<file path="src/rtl/pin_drive_pkg.sv">
// ============================================================
// Package for the address and data pin drive controller.
// Assumes an APB slave with 32-bit data and a 100 MHz sys_clk_i.
package pin_drive_pkg;

    // ============================================================
    // Register indices and byte addresses
    localparam logic [7:0] IDX_CFG_A = 8'h14;
    localparam logic [7:0] IDX_CFG_B = 8'h15;
    localparam logic [7:0] IDX_CFG_C = 8'h16;
    localparam int WORD_BYTES = 4;
    localparam logic [7:0] ADDR_CFG_A = 8'(IDX_CFG_A * WORD_BYTES);
    localparam logic [7:0] ADDR_CFG_B = 8'(IDX_CFG_B * WORD_BYTES);
    localparam logic [7:0] ADDR_CFG_C = 8'(IDX_CFG_C * WORD_BYTES);

    // ============================================================
    // Field positions and masks
    localparam int PIN_HI_FIELD = 5;   // Low bit of {ram, first rom, second rom} for upper pin
    localparam int PIN_LO_FIELD = 1;   // Same for lower pin of the pair
    localparam int FIELD_W = 3;
    localparam int SEL_RAM = 2;
    localparam int SEL_FIRST_ROM = 1;
    localparam int SEL_SECOND_ROM = 0;
    localparam int MID_DRAM_BIT = 7;   // mid_addr_dram_latch_sel
    localparam int IO_LATCH_BIT = 6;   // io_cycle_addr_latch_sel
    localparam int CLAMP_BIT = 3;      // data_clamp_low_en
    localparam int KEEPER_BIT = 2;     // data_bus_keeper_en
    localparam logic [7:0] CFG_AB_MASK = 8'hEE;
    localparam logic [7:0] CFG_C_MASK = 8'hCC;
    localparam logic [7:0] CFG_RESET = 8'h00;

    // ============================================================
    // Pin geometry
    localparam int ADDR_W = 24;
    localparam int DATA_W = 16;
    localparam int PIN_LOW = 12;       // Lowest address pin handled here
    localparam int UPPER_PINS = 4;     // Pins 23..20 with per-cycle config
    localparam int IO_PIN_LOW = 16;
    localparam int APB_AW = 8;
    localparam int APB_DW = 32;

    // Bus cycle kinds
    typedef enum logic [2:0] {
        CYC_IDLE = 3'b000,
        CYC_RAM = 3'b001,
        CYC_FIRST_ROM = 3'b010,        // first_rom_cycle
        CYC_SECOND_ROM = 3'b011,       // second_rom_cycle
        CYC_DRAM = 3'b100,
        CYC_IO = 3'b101,
        CYC_PCCARD = 3'b110
    } cycle_type;

endpackage

</file>
<file path="src/rtl/cycle_capture.sv">
// ============================================================
// Holding latch for the last bus address and last data value.
// Assumes cycle_done_i is a one-cycle pulse in sys_clk_i domain.
`timescale 1ns/1ps
module cycle_capture (
    input wire logic sys_clk_i,
    input wire logic nrst_i,
    input wire logic ce_i,
    input wire logic cycle_done_i,
    input wire logic cycle_write_i,
    input wire logic [pin_drive_pkg::ADDR_W-1:0] mapper_addr_i,
    input wire logic [pin_drive_pkg::DATA_W-1:0] cpu_data_i,
    input wire logic [pin_drive_pkg::DATA_W-1:0] data_pin_i,
    output logic [pin_drive_pkg::ADDR_W-1:0] last_addr_o,
    output logic [pin_drive_pkg::DATA_W-1:0] last_data_o
);

    logic [pin_drive_pkg::DATA_W-1:0] din_meta_ff, din_sync_ff;
    logic [pin_drive_pkg::DATA_W-1:0] nxt_din_meta, nxt_din_sync, nxt_last_data;
    logic [pin_drive_pkg::ADDR_W-1:0] nxt_last_addr;

    // ============================================================
    // Pin synchroniser and capture of completed cycles
    always_comb begin
        nxt_din_meta = data_pin_i;
        nxt_din_sync = din_meta_ff;
        nxt_last_addr = last_addr_o;
        nxt_last_data = last_data_o;
        if (cycle_done_i) begin
            nxt_last_addr = mapper_addr_i;
            nxt_last_data = cycle_write_i ? cpu_data_i : din_sync_ff;
        end
    end

    // Registers frozen while ce_i is low
    always_ff @(posedge sys_clk_i or negedge nrst_i) begin
        if (!nrst_i) begin
            din_meta_ff <= '0;
            din_sync_ff <= '0;
            last_addr_o <= '0;
            last_data_o <= '0;
        end else if (ce_i) begin
            din_meta_ff <= nxt_din_meta;
            din_sync_ff <= nxt_din_sync;
            last_addr_o <= nxt_last_addr;
            last_data_o <= nxt_last_data;
        end
    end
endmodule

</file>
<file path="src/rtl/address_data_pin_drive_ctrl.sv">
// ============================================================
// Drive control for address pins 23..12 and data pins 15..0.
// Assumes APB master on sys_clk_i; cycle inputs come from on-chip logic.
//
// The implementer's own choice: register access over APB.
`timescale 1ns/1ps
module address_data_pin_drive_ctrl (
    input wire logic sys_clk_i,
    input wire logic nrst_i,
    input wire logic ce_i,
    input wire logic psel_i,
    input wire logic penable_i,
    input wire logic pwrite_i,
    input wire logic [pin_drive_pkg::APB_AW-1:0] paddr_i,
    input wire logic [pin_drive_pkg::APB_DW-1:0] pwdata_i,
    output logic [pin_drive_pkg::APB_DW-1:0] prdata_o,
    output logic pready_o,
    output logic pslverr_o,
    input wire logic [2:0] cycle_type_i,
    input wire logic cycle_done_i,
    input wire logic cycle_write_i,
    input wire logic [pin_drive_pkg::ADDR_W-1:0] mapper_addr_i,
    input wire logic [pin_drive_pkg::DATA_W-1:0] cpu_data_i,
    input wire logic [pin_drive_pkg::DATA_W-1:0] data_pin_i,
    input wire logic pccard_pwr_i,
    input wire logic stop_clk_i,
    output logic [pin_drive_pkg::ADDR_W-1:pin_drive_pkg::PIN_LOW] addr_pin_o,
    output logic [pin_drive_pkg::ADDR_W-1:pin_drive_pkg::PIN_LOW] addr_pin_oe_o,
    output logic [pin_drive_pkg::DATA_W-1:0] data_pin_o,
    output logic data_pin_oe_o
);

    localparam int AH = pin_drive_pkg::ADDR_W - 1;
    localparam int AL = pin_drive_pkg::PIN_LOW;

    // ============================================================
    // Helper functions

    // Config field {ram, first rom, second rom} of upper pin k (0 is pin 23)
    function automatic logic [2:0] pin_cfg(input logic [7:0] cfg_a, input logic [7:0] cfg_b, input int k);
        logic [7:0] reg_v;
        int lo;
        reg_v = (k < 2) ? cfg_a : cfg_b;
        lo = (k % 2 == 0) ? pin_drive_pkg::PIN_HI_FIELD : pin_drive_pkg::PIN_LO_FIELD;
        return reg_v[lo +: pin_drive_pkg::FIELD_W];
    endfunction

    // Picks the latched address bit when the latch select is set
    function automatic logic pick(input logic sel, input logic latched, input logic mapper);
        return sel ? latched : mapper;
    endfunction

    // ============================================================
    // Register file and APB slave
    logic [7:0] cfg_a_ff, cfg_b_ff, cfg_c_ff;
    logic [7:0] nxt_cfg_a, nxt_cfg_b, nxt_cfg_c;
    logic [pin_drive_pkg::APB_DW-1:0] nxt_prdata;
    logic nxt_pready, nxt_pslverr;
    logic setup_phase, wr_commit, hit_a, hit_b, hit_c;

    assign setup_phase = psel_i && !penable_i && !pready_o;
    assign wr_commit = psel_i && penable_i && pready_o && pwrite_i;
    assign hit_a = (paddr_i == pin_drive_pkg::ADDR_CFG_A);
    assign hit_b = (paddr_i == pin_drive_pkg::ADDR_CFG_B);
    assign hit_c = (paddr_i == pin_drive_pkg::ADDR_CFG_C);

    // Answer one cycle after setup; writes land at the completing edge
    always_comb begin
        nxt_cfg_a = cfg_a_ff;
        nxt_cfg_b = cfg_b_ff;
        nxt_cfg_c = cfg_c_ff;
        nxt_pready = setup_phase;
        nxt_pslverr = 1'b0;
        nxt_prdata = prdata_o;
        if (setup_phase) begin
            nxt_prdata = '0;
            if (hit_a) begin
                nxt_prdata[7:0] = cfg_a_ff;
            end else if (hit_b) begin
                nxt_prdata[7:0] = cfg_b_ff;
            end else if (hit_c) begin
                nxt_prdata[7:0] = cfg_c_ff;
            end else begin
                nxt_pslverr = 1'b1;
            end
        end
        if (wr_commit) begin
            if (hit_a) begin
                nxt_cfg_a = pwdata_i[7:0] & pin_drive_pkg::CFG_AB_MASK;
            end else if (hit_b) begin
                nxt_cfg_b = pwdata_i[7:0] & pin_drive_pkg::CFG_AB_MASK;
            end else if (hit_c) begin
                nxt_cfg_c = pwdata_i[7:0] & pin_drive_pkg::CFG_C_MASK;
            end
        end
    end

    // Register stage for the bus slave
    always_ff @(posedge sys_clk_i or negedge nrst_i) begin
        if (!nrst_i) begin
            cfg_a_ff <= pin_drive_pkg::CFG_RESET;
            cfg_b_ff <= pin_drive_pkg::CFG_RESET;
            cfg_c_ff <= pin_drive_pkg::CFG_RESET;
            prdata_o <= '0;
            pready_o <= 1'b0;
            pslverr_o <= 1'b0;
        end else if (ce_i) begin
            cfg_a_ff <= nxt_cfg_a;
            cfg_b_ff <= nxt_cfg_b;
            cfg_c_ff <= nxt_cfg_c;
            prdata_o <= nxt_prdata;
            pready_o <= nxt_pready;
            pslverr_o <= nxt_pslverr;
        end
    end

    // ============================================================
    // Holding latch for last address and data
    logic [pin_drive_pkg::ADDR_W-1:0] last_addr;
    logic [pin_drive_pkg::DATA_W-1:0] last_data;

    cycle_capture u_capture (
        .sys_clk_i(sys_clk_i),
        .nrst_i(nrst_i),
        .ce_i(ce_i),
        .cycle_done_i(cycle_done_i),
        .cycle_write_i(cycle_write_i),
        .mapper_addr_i(mapper_addr_i),
        .cpu_data_i(cpu_data_i),
        .data_pin_i(data_pin_i),
        .last_addr_o(last_addr),
        .last_data_o(last_data)
    );

    // ============================================================
    // Address pin drive
    logic [AH:AL] nxt_addr, nxt_addr_oe;
    pin_drive_pkg::cycle_type cyc;

    assign cyc = pin_drive_pkg::cycle_type'(cycle_type_i);

    // Per-pin source and enable for the current cycle kind
    always_comb begin
        logic [2:0] f;
        int p;
        f = '0;
        p = 0;
        nxt_addr = mapper_addr_i[AH:AL];
        nxt_addr_oe = '1;
        for (int k = 0; k < pin_drive_pkg::UPPER_PINS; k++) begin
            f = pin_cfg(cfg_a_ff, cfg_b_ff, k);
            p = AH - k;
            case (cyc)
                pin_drive_pkg::CYC_RAM: begin
                    nxt_addr[p] = pick(f[pin_drive_pkg::SEL_RAM], last_addr[p], mapper_addr_i[p]);
                end
                pin_drive_pkg::CYC_FIRST_ROM: begin
                    nxt_addr[p] = pick(f[pin_drive_pkg::SEL_FIRST_ROM], last_addr[p], mapper_addr_i[p]);
                end
                pin_drive_pkg::CYC_SECOND_ROM: begin
                    nxt_addr[p] = pick(f[pin_drive_pkg::SEL_SECOND_ROM], last_addr[p], mapper_addr_i[p]);
                end
                default: begin
                    nxt_addr[p] = mapper_addr_i[p];
                end
            endcase
            // Slot pins go high impedance with card power off, except on a card cycle
            if (f == 3'h0 && !pccard_pwr_i && cyc != pin_drive_pkg::CYC_PCCARD) begin
                nxt_addr_oe[p] = 1'b0;
            end
        end
        if (cyc == pin_drive_pkg::CYC_DRAM && cfg_c_ff[pin_drive_pkg::MID_DRAM_BIT]) begin
            nxt_addr[pin_drive_pkg::IO_PIN_LOW+3:AL] = last_addr[pin_drive_pkg::IO_PIN_LOW+3:AL];
        end
        if (cyc == pin_drive_pkg::CYC_IO) begin
            if (cfg_c_ff[pin_drive_pkg::IO_LATCH_BIT]) begin
                nxt_addr[pin_drive_pkg::IO_PIN_LOW+3:pin_drive_pkg::IO_PIN_LOW] =
                    last_addr[pin_drive_pkg::IO_PIN_LOW+3:pin_drive_pkg::IO_PIN_LOW];
            end else begin
                nxt_addr[pin_drive_pkg::IO_PIN_LOW+3:pin_drive_pkg::IO_PIN_LOW] = 4'h0;
            end
        end
    end

    // ============================================================
    // Data pin drive
    logic [pin_drive_pkg::DATA_W-1:0] nxt_data;
    logic nxt_data_oe;

    // Stop clock beats idle and active cycles; otherwise active cycles drive only on writes
    always_comb begin
        nxt_data = cpu_data_i;
        nxt_data_oe = cycle_write_i;
        if (stop_clk_i) begin
            nxt_data = '0;
            nxt_data_oe = cfg_c_ff[pin_drive_pkg::CLAMP_BIT];
        end else if (cyc == pin_drive_pkg::CYC_IDLE) begin
            nxt_data = last_data;
            nxt_data_oe = cfg_c_ff[pin_drive_pkg::KEEPER_BIT];
        end
    end

    // Pin output registers
    always_ff @(posedge sys_clk_i or negedge nrst_i) begin
        if (!nrst_i) begin
            addr_pin_o <= '0;
            addr_pin_oe_o <= '0;
            data_pin_o <= '0;
            data_pin_oe_o <= 1'b0;
        end else if (ce_i) begin
            addr_pin_o <= nxt_addr;
            addr_pin_oe_o <= nxt_addr_oe;
            data_pin_o <= nxt_data;
            data_pin_oe_o <= nxt_data_oe;
        end
    end
endmodule

</file>
<file path="config.mk">
export PLATFORM = sky130hd
export DESIGN_NAME = address_data_pin_drive_ctrl
export DESIGN_NICKNAME = d
export VERILOG_FILES = /design/src/rtl/pin_drive_pkg.sv /design/src/rtl/cycle_capture.sv /design/src/rtl/address_data_pin_drive_ctrl.sv
export SDC_FILE = /design/constraint.sdc
export NUM_CORES = 1
export LEC_CHECK = 0
export BUFFER_PORTS_ARGS = -buffer_cell sky130_fd_sc_hd__buf_2
export CAP_MARGIN = 20
export CORE_MARGIN = 3
export CORE_UTILIZATION = 29
export DETAILED_ROUTE_END_ITERATION = 6
export GPL_ROUTABILITY_DRIVEN = 0
export MAX_ROUTING_LAYER = met4
export RECOVER_POWER = 100
export SLEW_MARGIN = 10
export SYNTH_ARGS = -nofsm -noshare
export SYNTH_HDL_FRONTEND = slang
export SYNTH_HIERARCHICAL = 1
export SYNTH_SLANG_ARGS = --single-unit
</file>
<file path="constraint.sdc">
create_clock -name sys_clk_i -period 1.6 [get_ports sys_clk_i]
set_clock_uncertainty 0.2 [all_clocks]
set_input_delay 0.16 -clock sys_clk_i [delete_from_list [all_inputs] [get_ports sys_clk_i]]
set_output_delay 0.16 -clock sys_clk_i [all_outputs]
set_load 0.03 [all_outputs]
</file>
Word level (Yosys, flattened, before mapping)
Index checks and enable logic that the tools add are counted.
{"block": "classes", "eq_ne": 9, "muxes": 35, "n_bitwise": 2, "n_reduce_logical": 27}
{"cell": "$mux W16", "count": 3}
{"cell": "$mux W8", "count": 4}
{"cell": "$eq A8 B7 Y1 const B", "count": 3}
{"cell": "$mux W1", "count": 22}
{"cell": "$logic_not A3 Y1", "count": 5}
{"cell": "$logic_and A1 B1 Y1", "count": 14}
{"cell": "$pmux W1 S3", "count": 4}
{"cell": "$mux W4", "count": 2}
{"cell": "$eq A3 B2 Y1 const B", "count": 2}
{"cell": "$eq A3 B3 Y1 const B", "count": 2}
{"cell": "$reduce_and A5 Y1", "count": 1}
{"cell": "$reduce_and A2 Y1", "count": 2}
{"cell": "$reduce_and A4 Y1", "count": 1}
{"cell": "$eq A3 B1 Y1 const B", "count": 1}
{"cell": "$logic_not A1 Y1", "count": 3}
{"cell": "$ne A3 B3 Y1 const B", "count": 1}
{"cell": "$reduce_and A3 Y1", "count": 1}
{"cell": "$not A1 Y1", "count": 2}
{"block": "word_totals", "register_bits": 139, "in_bits": 109, "output_inout_bits": 75, "elab_cells": 87}

Logic depth before layout (Yosys ltp)
Gate-level depths: netlist of run 1.
{"block": "logic_depth", "ltp_word": 5, "mapped_depth": 6, "depth_no_buf": 4}

Modules after synthesis
Netlist of run 1, hierarchy kept.
{"mod": "address_data_pin_drive_ctrl", "n_inst": 1, "cells_each": 274, "area_per_inst_um2": 3170.5, "seq_area_each_um2": 1451.4}
{"mod": "cycle_capture", "n_inst": 1, "cells_each": 191, "area_per_inst_um2": 2975.4, "seq_area_each_um2": 1801.7}

Worst setup path after synthesis of run 1
No wires, ideal clock.
{"block": "synth_path", "path_type": "register to register", "startpoint": "reg pready_o", "endpoint": "reg cfg_a_ff[1]", "setup_time_ps": 127, "t_arrival_ps": 1450, "required_time_ps": 1273, "setup_slack_ps": -178, "stages_incl_launch_ff": 6, "path_buffers": 1, "period_less_slack_ps": 1778, "cell_sequence": "dfrtp_1 -> nand3_1 -> nor2_1 -> and3b_1 -> buf_4 -> mux2_1"}
{"block": "synth_via", "elab_chain_len": 3}
{"item": "start: declaration", "line_no": "address_data_pin_drive_ctrl.sv:17", "text": "output logic pready_o,"}
{"item": "start signal: assignment", "line_no": "address_data_pin_drive_ctrl.sv:112", "text": "pready_o <= nxt_pready;"}
{"item": "$logic_and A1 B1 Y1 (2 in a row)", "line_no": "address_data_pin_drive_ctrl.sv:62", "text": "assign wr_commit = psel_i && penable_i && pready_o && pwrite_i;"}
{"item": "$reduce_and A3 Y1 (no source line)"}
{"item": "end signal: assignment", "line_no": "address_data_pin_drive_ctrl.sv:101", "text": "cfg_a_ff <= pin_drive_pkg::CFG_RESET;"}
{"item": "end signal: assignment", "line_no": "address_data_pin_drive_ctrl.sv:108", "text": "cfg_a_ff <= nxt_cfg_a;"}
{"item": "end: declaration", "line_no": "address_data_pin_drive_ctrl.sv:55", "text": "logic [7:0] cfg_a_ff, cfg_b_ff, cfg_c_ff;"}
No other way between the ends.
A chain may end at the register's enable or synchronous reset.

Worst setup path after layout of run 1
{"block": "layout_path", "startpoint": "reg cfg_c_ff[7]", "endpoint": "reg addr_pin_o[18] in the netlist's numbering"}
{"block": "layout_via", "elab_chain_len": 3}
{"item": "start: declaration", "line_no": "address_data_pin_drive_ctrl.sv:55"}
{"item": "start signal: assignment", "line_no": "address_data_pin_drive_ctrl.sv:103", "text": "cfg_c_ff <= pin_drive_pkg::CFG_RESET;"}
{"item": "start signal: assignment", "line_no": "address_data_pin_drive_ctrl.sv:110", "text": "cfg_c_ff <= nxt_cfg_c;"}
{"item": "$logic_and A1 B1 Y1", "line_no": "address_data_pin_drive_ctrl.sv:172", "text": "if (cyc == pin_drive_pkg::CYC_DRAM && cfg_c_ff[pin_drive_pkg::MID_DRAM_BIT]) begin"}
{"item": "$mux W8", "line_no": "address_data_pin_drive_ctrl.sv:172"}
{"item": "$mux W4", "line_no": "address_data_pin_drive_ctrl.sv:175", "text": "if (cyc == pin_drive_pkg::CYC_IO) begin"}
{"item": "end signal: assignment", "line_no": "address_data_pin_drive_ctrl.sv:211", "text": "addr_pin_o <= nxt_addr;"}
{"item": "end: declaration", "line_no": "address_data_pin_drive_ctrl.sv:27", "text": "output logic [pin_drive_pkg::ADDR_W-1:pin_drive_pkg::PIN_LOW] addr_pin_o,"}
No other way between the ends.

==> impl_metrics.ini, run 1 <==
[routing]
postRouteAntennaNets = 0
drt-initial-drc-count = 149
dr.pass1.iters = 5
routed_via_density = 4.512
drt-total-wl_um = 14610
drc = 0
wl_per_cell_um = 16.12
vias = 4088

[floorplanning]
die-area_sq_um = 21250
dieHeight_um = 145.8
rows = 50
start_util = 0.2989
die_x_um = 145.8
boundaryPins = 184
core_sq_um = 18960

[finish]
final_area_sq_um = 7611
fin_cells = 906
n_fill_cell = 1859
register_area_sq_um = 2954
area_delta_synth_final_pct = 34.34
multiInputGateArea_sq_um = 2352
layout_common_cells = dfrtp_1, buf_2, dlygate4sd3_1
fin_util = 0.4015
drive_gt1_frac = 0.3039
layout.nets = 743
layout_commonest_cell = dfrtp_1

[critical_path]
arrival_ps = 1760
end_kind = flip-flop
path_class = reg -> reg
cp.required_ps = 1690
reg2reg_slack_ps = -70
r2r_cells = 5
startpoint_type = flip-flop
cp_max_fo = 5
regToRegEndpoint = addr_pin_o[18]
rr_startpoint = cfg_c_ff[7]

[grt]
grt_pass1_vias = 4406
grt-ovfl-total = 0
grt_max_degree = 41
track_usage = 0.1443
grt_pass1_wl_um = 23800
antenna_found_initial = 1

[power]
sw_frac_of_total = 0.2651
pwr-share-seq = 0.407
cellLeakagePower_nw = 3.358
pwr-share-clk = 0.451
p_int_mw = 6.254
finalPower_mw = 8.510
vdd_drop_max_mv = 0.6908
comb_power_share = 0.142
powerDensity_nw_per_um2 = 1118
p_sw_mw = 2.256

[hold_path]
hold_start = paddr_i[4]
holdPathStages = 4
hold_path_class = in -> reg
min_to = pslverr_o

[placement]
dp_cells = 816
port_buffers = 119
dpl-instance-area_sq_um = 6610
dp_worst_setup_slack_ps = -115.1
dp_hpwl_um = 10450

[run_status]
violations = setup timing
outcome = finished with violations

[clock_tree]
clk_latency_ps = 410
cts.path.max_buffers = 2
numCtsBuffers = 17
cts-root-buf = clkbuf_16
cts_tree = built
htreeDepth = 4
path_clk_slew_ps = 60
cts_sinks = 118

[sta]
whs_ps = 33.72
fmaxAchievable_ghz = 0.5987
timing.setup.tns_ps = -261.4
rsz0062_at_grt = true
period_share = 1.044
hold_violations = 0
setup_slack_ps = -70.37
worst_pin_slew_ps = 709.8
period_needed_ps = 1670
setup_viol = 4
report.final.slew_viol_count = 0
max_slew_margin = 0.5268

[synth]
avgSynthCellArea_sq_um = 12.85
ys_warn_count = 6
synthesis.area_sq_um = 5665
netlist_instances = 441

[job]
cap_viol_max_count = 0
-- power groups by stage --
stage	logic [mW]	clock network [mW]	registers, mW
after CTS	1.31	3.91	3.46
after global placement	1.15	0	3.49
after floorplan	0.661	0	3.64
final	1.21	3.84	3.46
after global routing	1.31	4.05	3.50
after detailed placement	1.18	0	3.51
-- how the worst max path moves through the flow --
| stage | slack [ps] | endpoint | start | cells after the start |
|---|---|---|---|---|
| after floorplan | -30 | addr_pin_o[19] | cycle_type_i[0] | 6 |
| after global placement | -100 | cfg_a_ff[1] | paddr_i[7] | 6 |
| after detailed placement | -120 | cfg_b_ff[1] | paddr_i[7] | 6 |
| after CTS | -90 | addr_pin_o[16] | cfg_c_ff[7] | 5 |
| after global routing | -170 | addr_pin_o[16] | cfg_c_ff[7] | 5 |
| final | -70 | addr_pin_o[18] | cfg_c_ff[7] | 5 |
-- registers in the layout, summed over array words and instances (netlist names) --
name                   count
addr_pin_o                12
addr_pin_oe_o              5
cfg_a_ff                   6
cfg_b_ff                   6
cfg_c_ff                   4
data_pin_o                16
data_pin_oe_o              1
prdata_o                   6
pready_o                   1
pslverr_o                  1
u_capture/din_meta_ff     16
u_capture/din_sync_ff     16
u_capture/last_addr_o     12
u_capture/last_data_o     16
-- timing repair --
item / 4_1_cts / 5_1_grt
gates resized for setup: 2 / 3
pin swaps: 2 / 1
setup buffers: 0 / 1
gates cloned: 0 / 0
setup endpoints to repair: 5 / 9
hold endpoints to repair: 212 / 0
hold buffers: 58 / 0
-- critical path, stage by stage (launching register included) --
cell and delay [ps]:
dfrtp_1 370, nor4bb_4 210, buf_6 170, mux2_4 300
a221oi_2 240, nor2_1 60
-- cell type report --
type                            instances  share of cell area
Clock inverter                         12             0.02038
Sequential cell                       118              0.3881
Timing Repair Buffer                  210              0.1802
Antenna cell                            1           0.0003288
Multi-Input combinational cell        284              0.3091
Inverter                                3            0.001480
Clock buffer                           18             0.05770
Tap cell                              260             0.04274
-- metal layers --
layer / up-vias / wire length [um] / GRT usage
met4: 0 / 208 / 0.04558
met3: 15 / 638 / 0.02990
li1: 1923 / - / -
met1: 2024 / 6299 / 0.1748
met5: - / 0 / -
met2: 126 / 7460 / 0.2421
Note: power is estimated with default switching activity, not from simulation.
==> run 2: changes to the inputs <==
--- a/config.mk
+++ b/config.mk
@@ -7,6 +7,7 @@
 export LEC_CHECK = 0
 export BUFFER_PORTS_ARGS = -buffer_cell sky130_fd_sc_hd__buf_2
 export CAP_MARGIN = 20
+export CORE_ASPECT_RATIO = 0.75
 export CORE_MARGIN = 3
 export CORE_UTILIZATION = 29
 export DETAILED_ROUTE_END_ITERATION = 6
==> run 2 against run 1 <==
  * The flow still finishes with violations (setup timing)
  * Clock power is 8.6% higher
  * Via count rose by 2.5%
  * Register-to-register slack worse by 40 ps
  * Utilization grew 0.95 points
  * Combinational power is essentially flat
  * Sequential share of layout area fell by 0.65 points
==> impl_metrics.ini, run 2 (same netlist as run 1, synthesis figures left out) <==
[sta]
hold_violations = 0
period_needed_ps = 1709
setup_slack_ps = -109.1
rsz0062_at_grt = true
max_slew_margin = 0.4282
fmaxAchievable_ghz = 0.5851
timing.setup.tns_ps = -362.7
period_share = 1.068
setup_viol = 4
worst_pin_slew_ps = 857.7
report.final.slew_viol_count = 0

[critical_path]
r2r_cells = 5
arrival_ps = 1810
regToRegEndpoint = addr_pin_o[19]
end_kind = flip-flop
cp.required_ps = 1700
reg2reg_slack_ps = -110
startpoint_type = flip-flop
cp_max_fo = 5
rr_startpoint = cfg_c_ff[7]
path_class = reg -> reg

[hold_path]
hold_path_class = in -> reg
min_to = u_capture/last_data_o[4]
holdPathStages = 3
hold_start = cycle_write_i

[placement]
port_buffers = 119
dp_cells = 800
dp_hpwl_um = 10380
dpl-instance-area_sq_um = 6559

[routing]
vias = 4189
drt-initial-drc-count = 191
drc = 0
postRouteAntennaNets = 0
routed_via_density = 4.670
dr.pass1.iters = 5
drt-total-wl_um = 14750
wl_per_cell_um = 16.45

[grt]
antenna_found_initial = 0
grt_pass1_vias = 4395
grt_max_degree = 63
track_usage = 0.1486
grt_pass1_wl_um = 23960
grt-ovfl-total = 0

[clock_tree]
htreeDepth = 4
cts_sinks = 118
clk_latency_ps = 410
cts.path.max_buffers = 2
cts-root-buf = clkbuf_16
cts_tree = built
numCtsBuffers = 17
path_clk_slew_ps = 60

[finish]
final_area_sq_um = 7740
layout.nets = 746
layout_common_cells = dfrtp_1, buf_2, dlygate4sd3_1
fin_util = 0.4110
area_delta_synth_final_pct = 36.62
drive_gt1_frac = 0.3154
n_fill_cell = 1790
antenna_cells = 0
layout_commonest_cell = dfrtp_1
fin_cells = 897

[power]
powerDensity_nw_per_um2 = 1143
cellLeakagePower_nw = 3.439
vdd_drop_max_mv = 0.7061
finalPower_mw = 8.849

[run_status]
violations = setup timing
outcome = finished with violations

[floorplanning]
die_x_um = 167.4
boundaryPins = 184
core_sq_um = 18830
start_util = 0.3009
rows = 43
die-area_sq_um = 21270
dieHeight_um = 127.0

[job]
cap_viol_max_count = 0
## run 2: cell type report
class                   count  area (sq um)  area share
flip-flops and latches    118          2954      0.3817
multi-input cells         284          2365      0.3055
repair buffers            213          1453      0.1877
clock buffers              20         446.7     0.05771
well taps                 247         309.0     0.03993
clock inverters            12         201.4     0.02603
inverters                   3         11.26    0.001455
## run 2: worst max-delay path: stages (launching register included)
cell	delay [ps]
dfrtp_1	360
nor4bb_4	230
buf_6	180
mux2_4	300
a221oi_2	260
nor2_1	60
## run 2: power by group
part / internal (mW) / switching [mW]
registers: 3.29 / 0.179
clock network: 2.80 / 1.36
logic: 0.513 / 0.705
## run 2: worst max path at each step
stage	start	endpoint	slack, ps	cells after the start
floorplan	cycle_type_i[0]	addr_pin_o[19]	-30	6
global placement	cycle_type_i[0]	addr_pin_o[19]	-130	6
detailed placement	cycle_type_i[0]	addr_pin_o[19]	-160	6
CTS	cfg_c_ff[7]	addr_pin_o[17]	-120	5
global route	cfg_c_ff[7]	addr_pin_o[19]	-210	5
finish	cfg_c_ff[7]	addr_pin_o[19]	-110	5
## run 2: per-layer routing
layer  global-route usage  vias to the layer above  wire (um)
li1                     -                     1944          -
met1               0.1990                     2092       7047
met2               0.2199                      136       6613
met3              0.04454                       17        878
met4              0.04281                        0        213
met5                    -                        -          0
## run 2: per-stage QoR
stage,hold slack (ps),worst slack [ps]
global placement,-216.1,-127.2
finish,31.98,-109.1
CTS,2.005,-124.5
global route,27.36,-210.9
floorplan,-335.6,-26.62
detailed placement,-213.1,-159.4
## run 2: what timing repair did
action / in CTS / in global routing
hold endpoints to repair: 212 / 6
pin swaps: 2 / 5
hold buffers: 61 / 1
endpoints found under the setup margin: 4 / 17
setup buffers: 0 / 3
gates resized for setup: 1 / 8
==> run 3: changes to the inputs <==
--- a/config.mk
+++ b/config.mk
@@ -7,13 +7,15 @@
 export LEC_CHECK = 0
 export BUFFER_PORTS_ARGS = -buffer_cell sky130_fd_sc_hd__buf_2
 export CAP_MARGIN = 20
+export CELL_PAD_IN_SITES_DETAIL_PLACEMENT = 0
+export CELL_PAD_IN_SITES_GLOBAL_PLACEMENT = 1
 export CORE_ASPECT_RATIO = 0.75
 export CORE_MARGIN = 3
 export CORE_UTILIZATION = 29
 export DETAILED_ROUTE_END_ITERATION = 6
 export GPL_ROUTABILITY_DRIVEN = 0
 export MAX_ROUTING_LAYER = met4
-export RECOVER_POWER = 100
+export PLACE_DENSITY_LB_ADDON = 0.1
 export SLEW_MARGIN = 10
 export SYNTH_ARGS = -nofsm -noshare
 export SYNTH_HDL_FRONTEND = slang
==> constraint.sdc (replaced) <==
create_clock -name sys_clk_i -period 1.6 [get_ports sys_clk_i]
set_clock_uncertainty 0.2 [all_clocks]
set_input_delay 0.24 -clock sys_clk_i [delete_from_list [all_inputs] [get_ports sys_clk_i]]
set_output_delay 0.24 -clock sys_clk_i [all_outputs]
set_load 0.03 [all_outputs]
==> run 3 against run 2 <==
  * The run still ends with setup timing left
  * Utilization up 0.68 points
  * Flip-flop and latch count is the same
  * Routed wire length down 0.58%
  * Register-to-register slack barely moved
  * Via count is 3.2% lower
  * Final cell count up 0.11%
  * Clock power rose by 2%
  * Sequential share of layout area fell by 0.60 points
  * Combinational power is 6% higher
  * Total power is 1.5% higher
  * Cell area up 1.6%
  * Critical endpoint unchanged
  * Largest cell class unchanged
==> impl_metrics.ini, run 3 (same netlist as run 1, synthesis figures left out) <==
[sta]
setup_viol = 4
fmaxAchievable_ghz = 0.5842
period_needed_ps = 1712
period_share = 1.070
setup_slack_ps = -111.7
report.final.slew_viol_count = 0
whs_ps = 57.63
rsz0062_at_grt = true
max_slew_margin = 0.6719
hold_violations = 0
worst_pin_slew_ps = 487.0

[grt]
use_met3 = 0.04114
track_usage = 0.1458
grt_pass1_vias = 4275
grt_pass1_wl_um = 23510
use_met1 = 0.2016
grt_max_degree = 41
top_usage_layer = met2
grt-ovfl-total = 0
use_met2 = 0.2066
antenna_found_initial = 1

[floorplanning]
dieHeight_um = 127.0
die-area_sq_um = 21270
rows = 43
boundaryPins = 184
start_util = 0.3009
core_sq_um = 18830
die_x_um = 167.4

[routing]
drc = 0
routed_via_density = 4.516
wl_per_cell_um = 16.33
drt-total-wl_um = 14670
postRouteAntennaNets = 0
drt-initial-drc-count = 252
dr.pass1.iters = 4
vias = 4055

[critical_path]
crit_path_end = addr_pin_o[19]
path_depth = 5
crit_buf_inv = 1
rr_startpoint = cfg_c_ff[7]
cp.required_ps = 1690
cp_max_fo = 5
crit_chain = nor4bb_4 > buf_6 > mux2_4 > a221oi_2 > nor2_1
end_kind = flip-flop
slowest_delay_ps = 360
regToRegEndpoint = addr_pin_o[19]
cp-startpoint = cfg_c_ff[7]
path_class = reg -> reg
startpoint_type = flip-flop
reg2reg_slack_ps = -110
r2r_cells = 5
worst_path_max_delay_cell = dfrtp_1
critPathTopFamily = flip-flops
arrival_ps = 1800

[placement]
dp_cells = 808
dp_hpwl_um = 10440
port_buffers = 119
dp_worst_setup_slack_ps = -245.9

[finish]
layout_common_cells = buf_2, dfrtp_1, dlygate4sd3_1
fin_util = 0.4178
drive_gt1_frac = 0.4123
area_delta_synth_final_pct = 38.87
layout_commonest_cell = buf_2
layout.nets = 746
fin_cells = 898

[clock_tree]
htreeDepth = 4
clk_latency_ps = 410
cts_sinks = 118
cts.path.max_buffers = 2
numCtsBuffers = 17
cts-root-buf = clkbuf_16
path_clk_slew_ps = 60
cts_tree = built

[run_status]
violations = setup timing
outcome = finished with violations

[job]
cap_viol_max_count = 0

[power]
vdd_drop_max_mv = 0.5851
cellLeakagePower_nw = 3.624
powerDensity_nw_per_um2 = 1142

[hold_path]
hold_path_class = in -> reg
run 3: layer usage:
metal / routed length [um] / vias up / share of wire
met1: 7140 / 2007 / 0.49
met3: 914 / 4 / 0.062
met2: 6531 / 113 / 0.45
met4: 80 / 0 / 0.0055
li1: - / 1931 / -
met5: 0 / - / 0
run 3: report_power, final:
group / switching [mW] / internal, mW
Combinational: 0.702 / 0.585
Sequential: 0.175 / 3.28
Clock: 1.40 / 2.84
Total: 2.27 / 6.71
run 3: area by class of cell:
cell class | count | area, sq um
Antenna cell | 1 | 2.502
Multi-Input combinational cell | 284 | 2405
Inverter | 3 | 11.26
Timing Repair Buffer | 213 | 1530
Sequential cell | 118 | 2955
Clock buffer | 19 | 452.9
Clock inverter | 13 | 201.4
Fill cell | 1791 | 10960
Tap cell | 247 | 309.0
run 3: tightest hold or removal path: cells and delay by family:
| family | cells | cell delay [ps] |
|---|---|---|
| AO/OA/AOI/OAI | 2 | 160 |
| buffers and inverters | 2 | 220 |
run 3: how the worst min path moves through the flow:
stage / slack (ps) / cells past startpoint / end / start
4_1_cts: 40 / 4 / addr_pin_oe_o[23] / pccard_pwr_i
6_report: 60 / 4 / addr_pin_oe_o[21] / pccard_pwr_i
5_1_grt: 60 / 4 / addr_pin_oe_o[23] / pccard_pwr_i
3_3_place_gp: 10 / 1 / u_capture/din_meta_ff[9] / nrst_i
2_1_floorplan: -260 / 0 / addr_pin_o[12] / nrst_i
3_5_place_dp: 10 / 1 / u_capture/din_meta_ff[9] / nrst_i
run 3: per-stage QoR:
step                      total power, mW  instance area (sq um)  TNS, ps
after floorplan                     4.297                   5822   -686.6
after global placement              4.676                   6603    -5382
after detailed placement            4.699                   6603    -5927
after CTS                           9.104                   7836   -370.4
after global routing                9.381                   7868    -1017
final                               8.982                   7868   -353.5
run 3: repair_timing:
item / CTS / global route
hold buffers: 55 / 0
gates resized for setup: 5 / 5
gates cloned: 0 / 0
buffers inserted: 0 / 2
endpoints found under the hold margin: 204 / 0
endpoints found under the setup margin: 7 / 23
pin swaps: 1 / 7
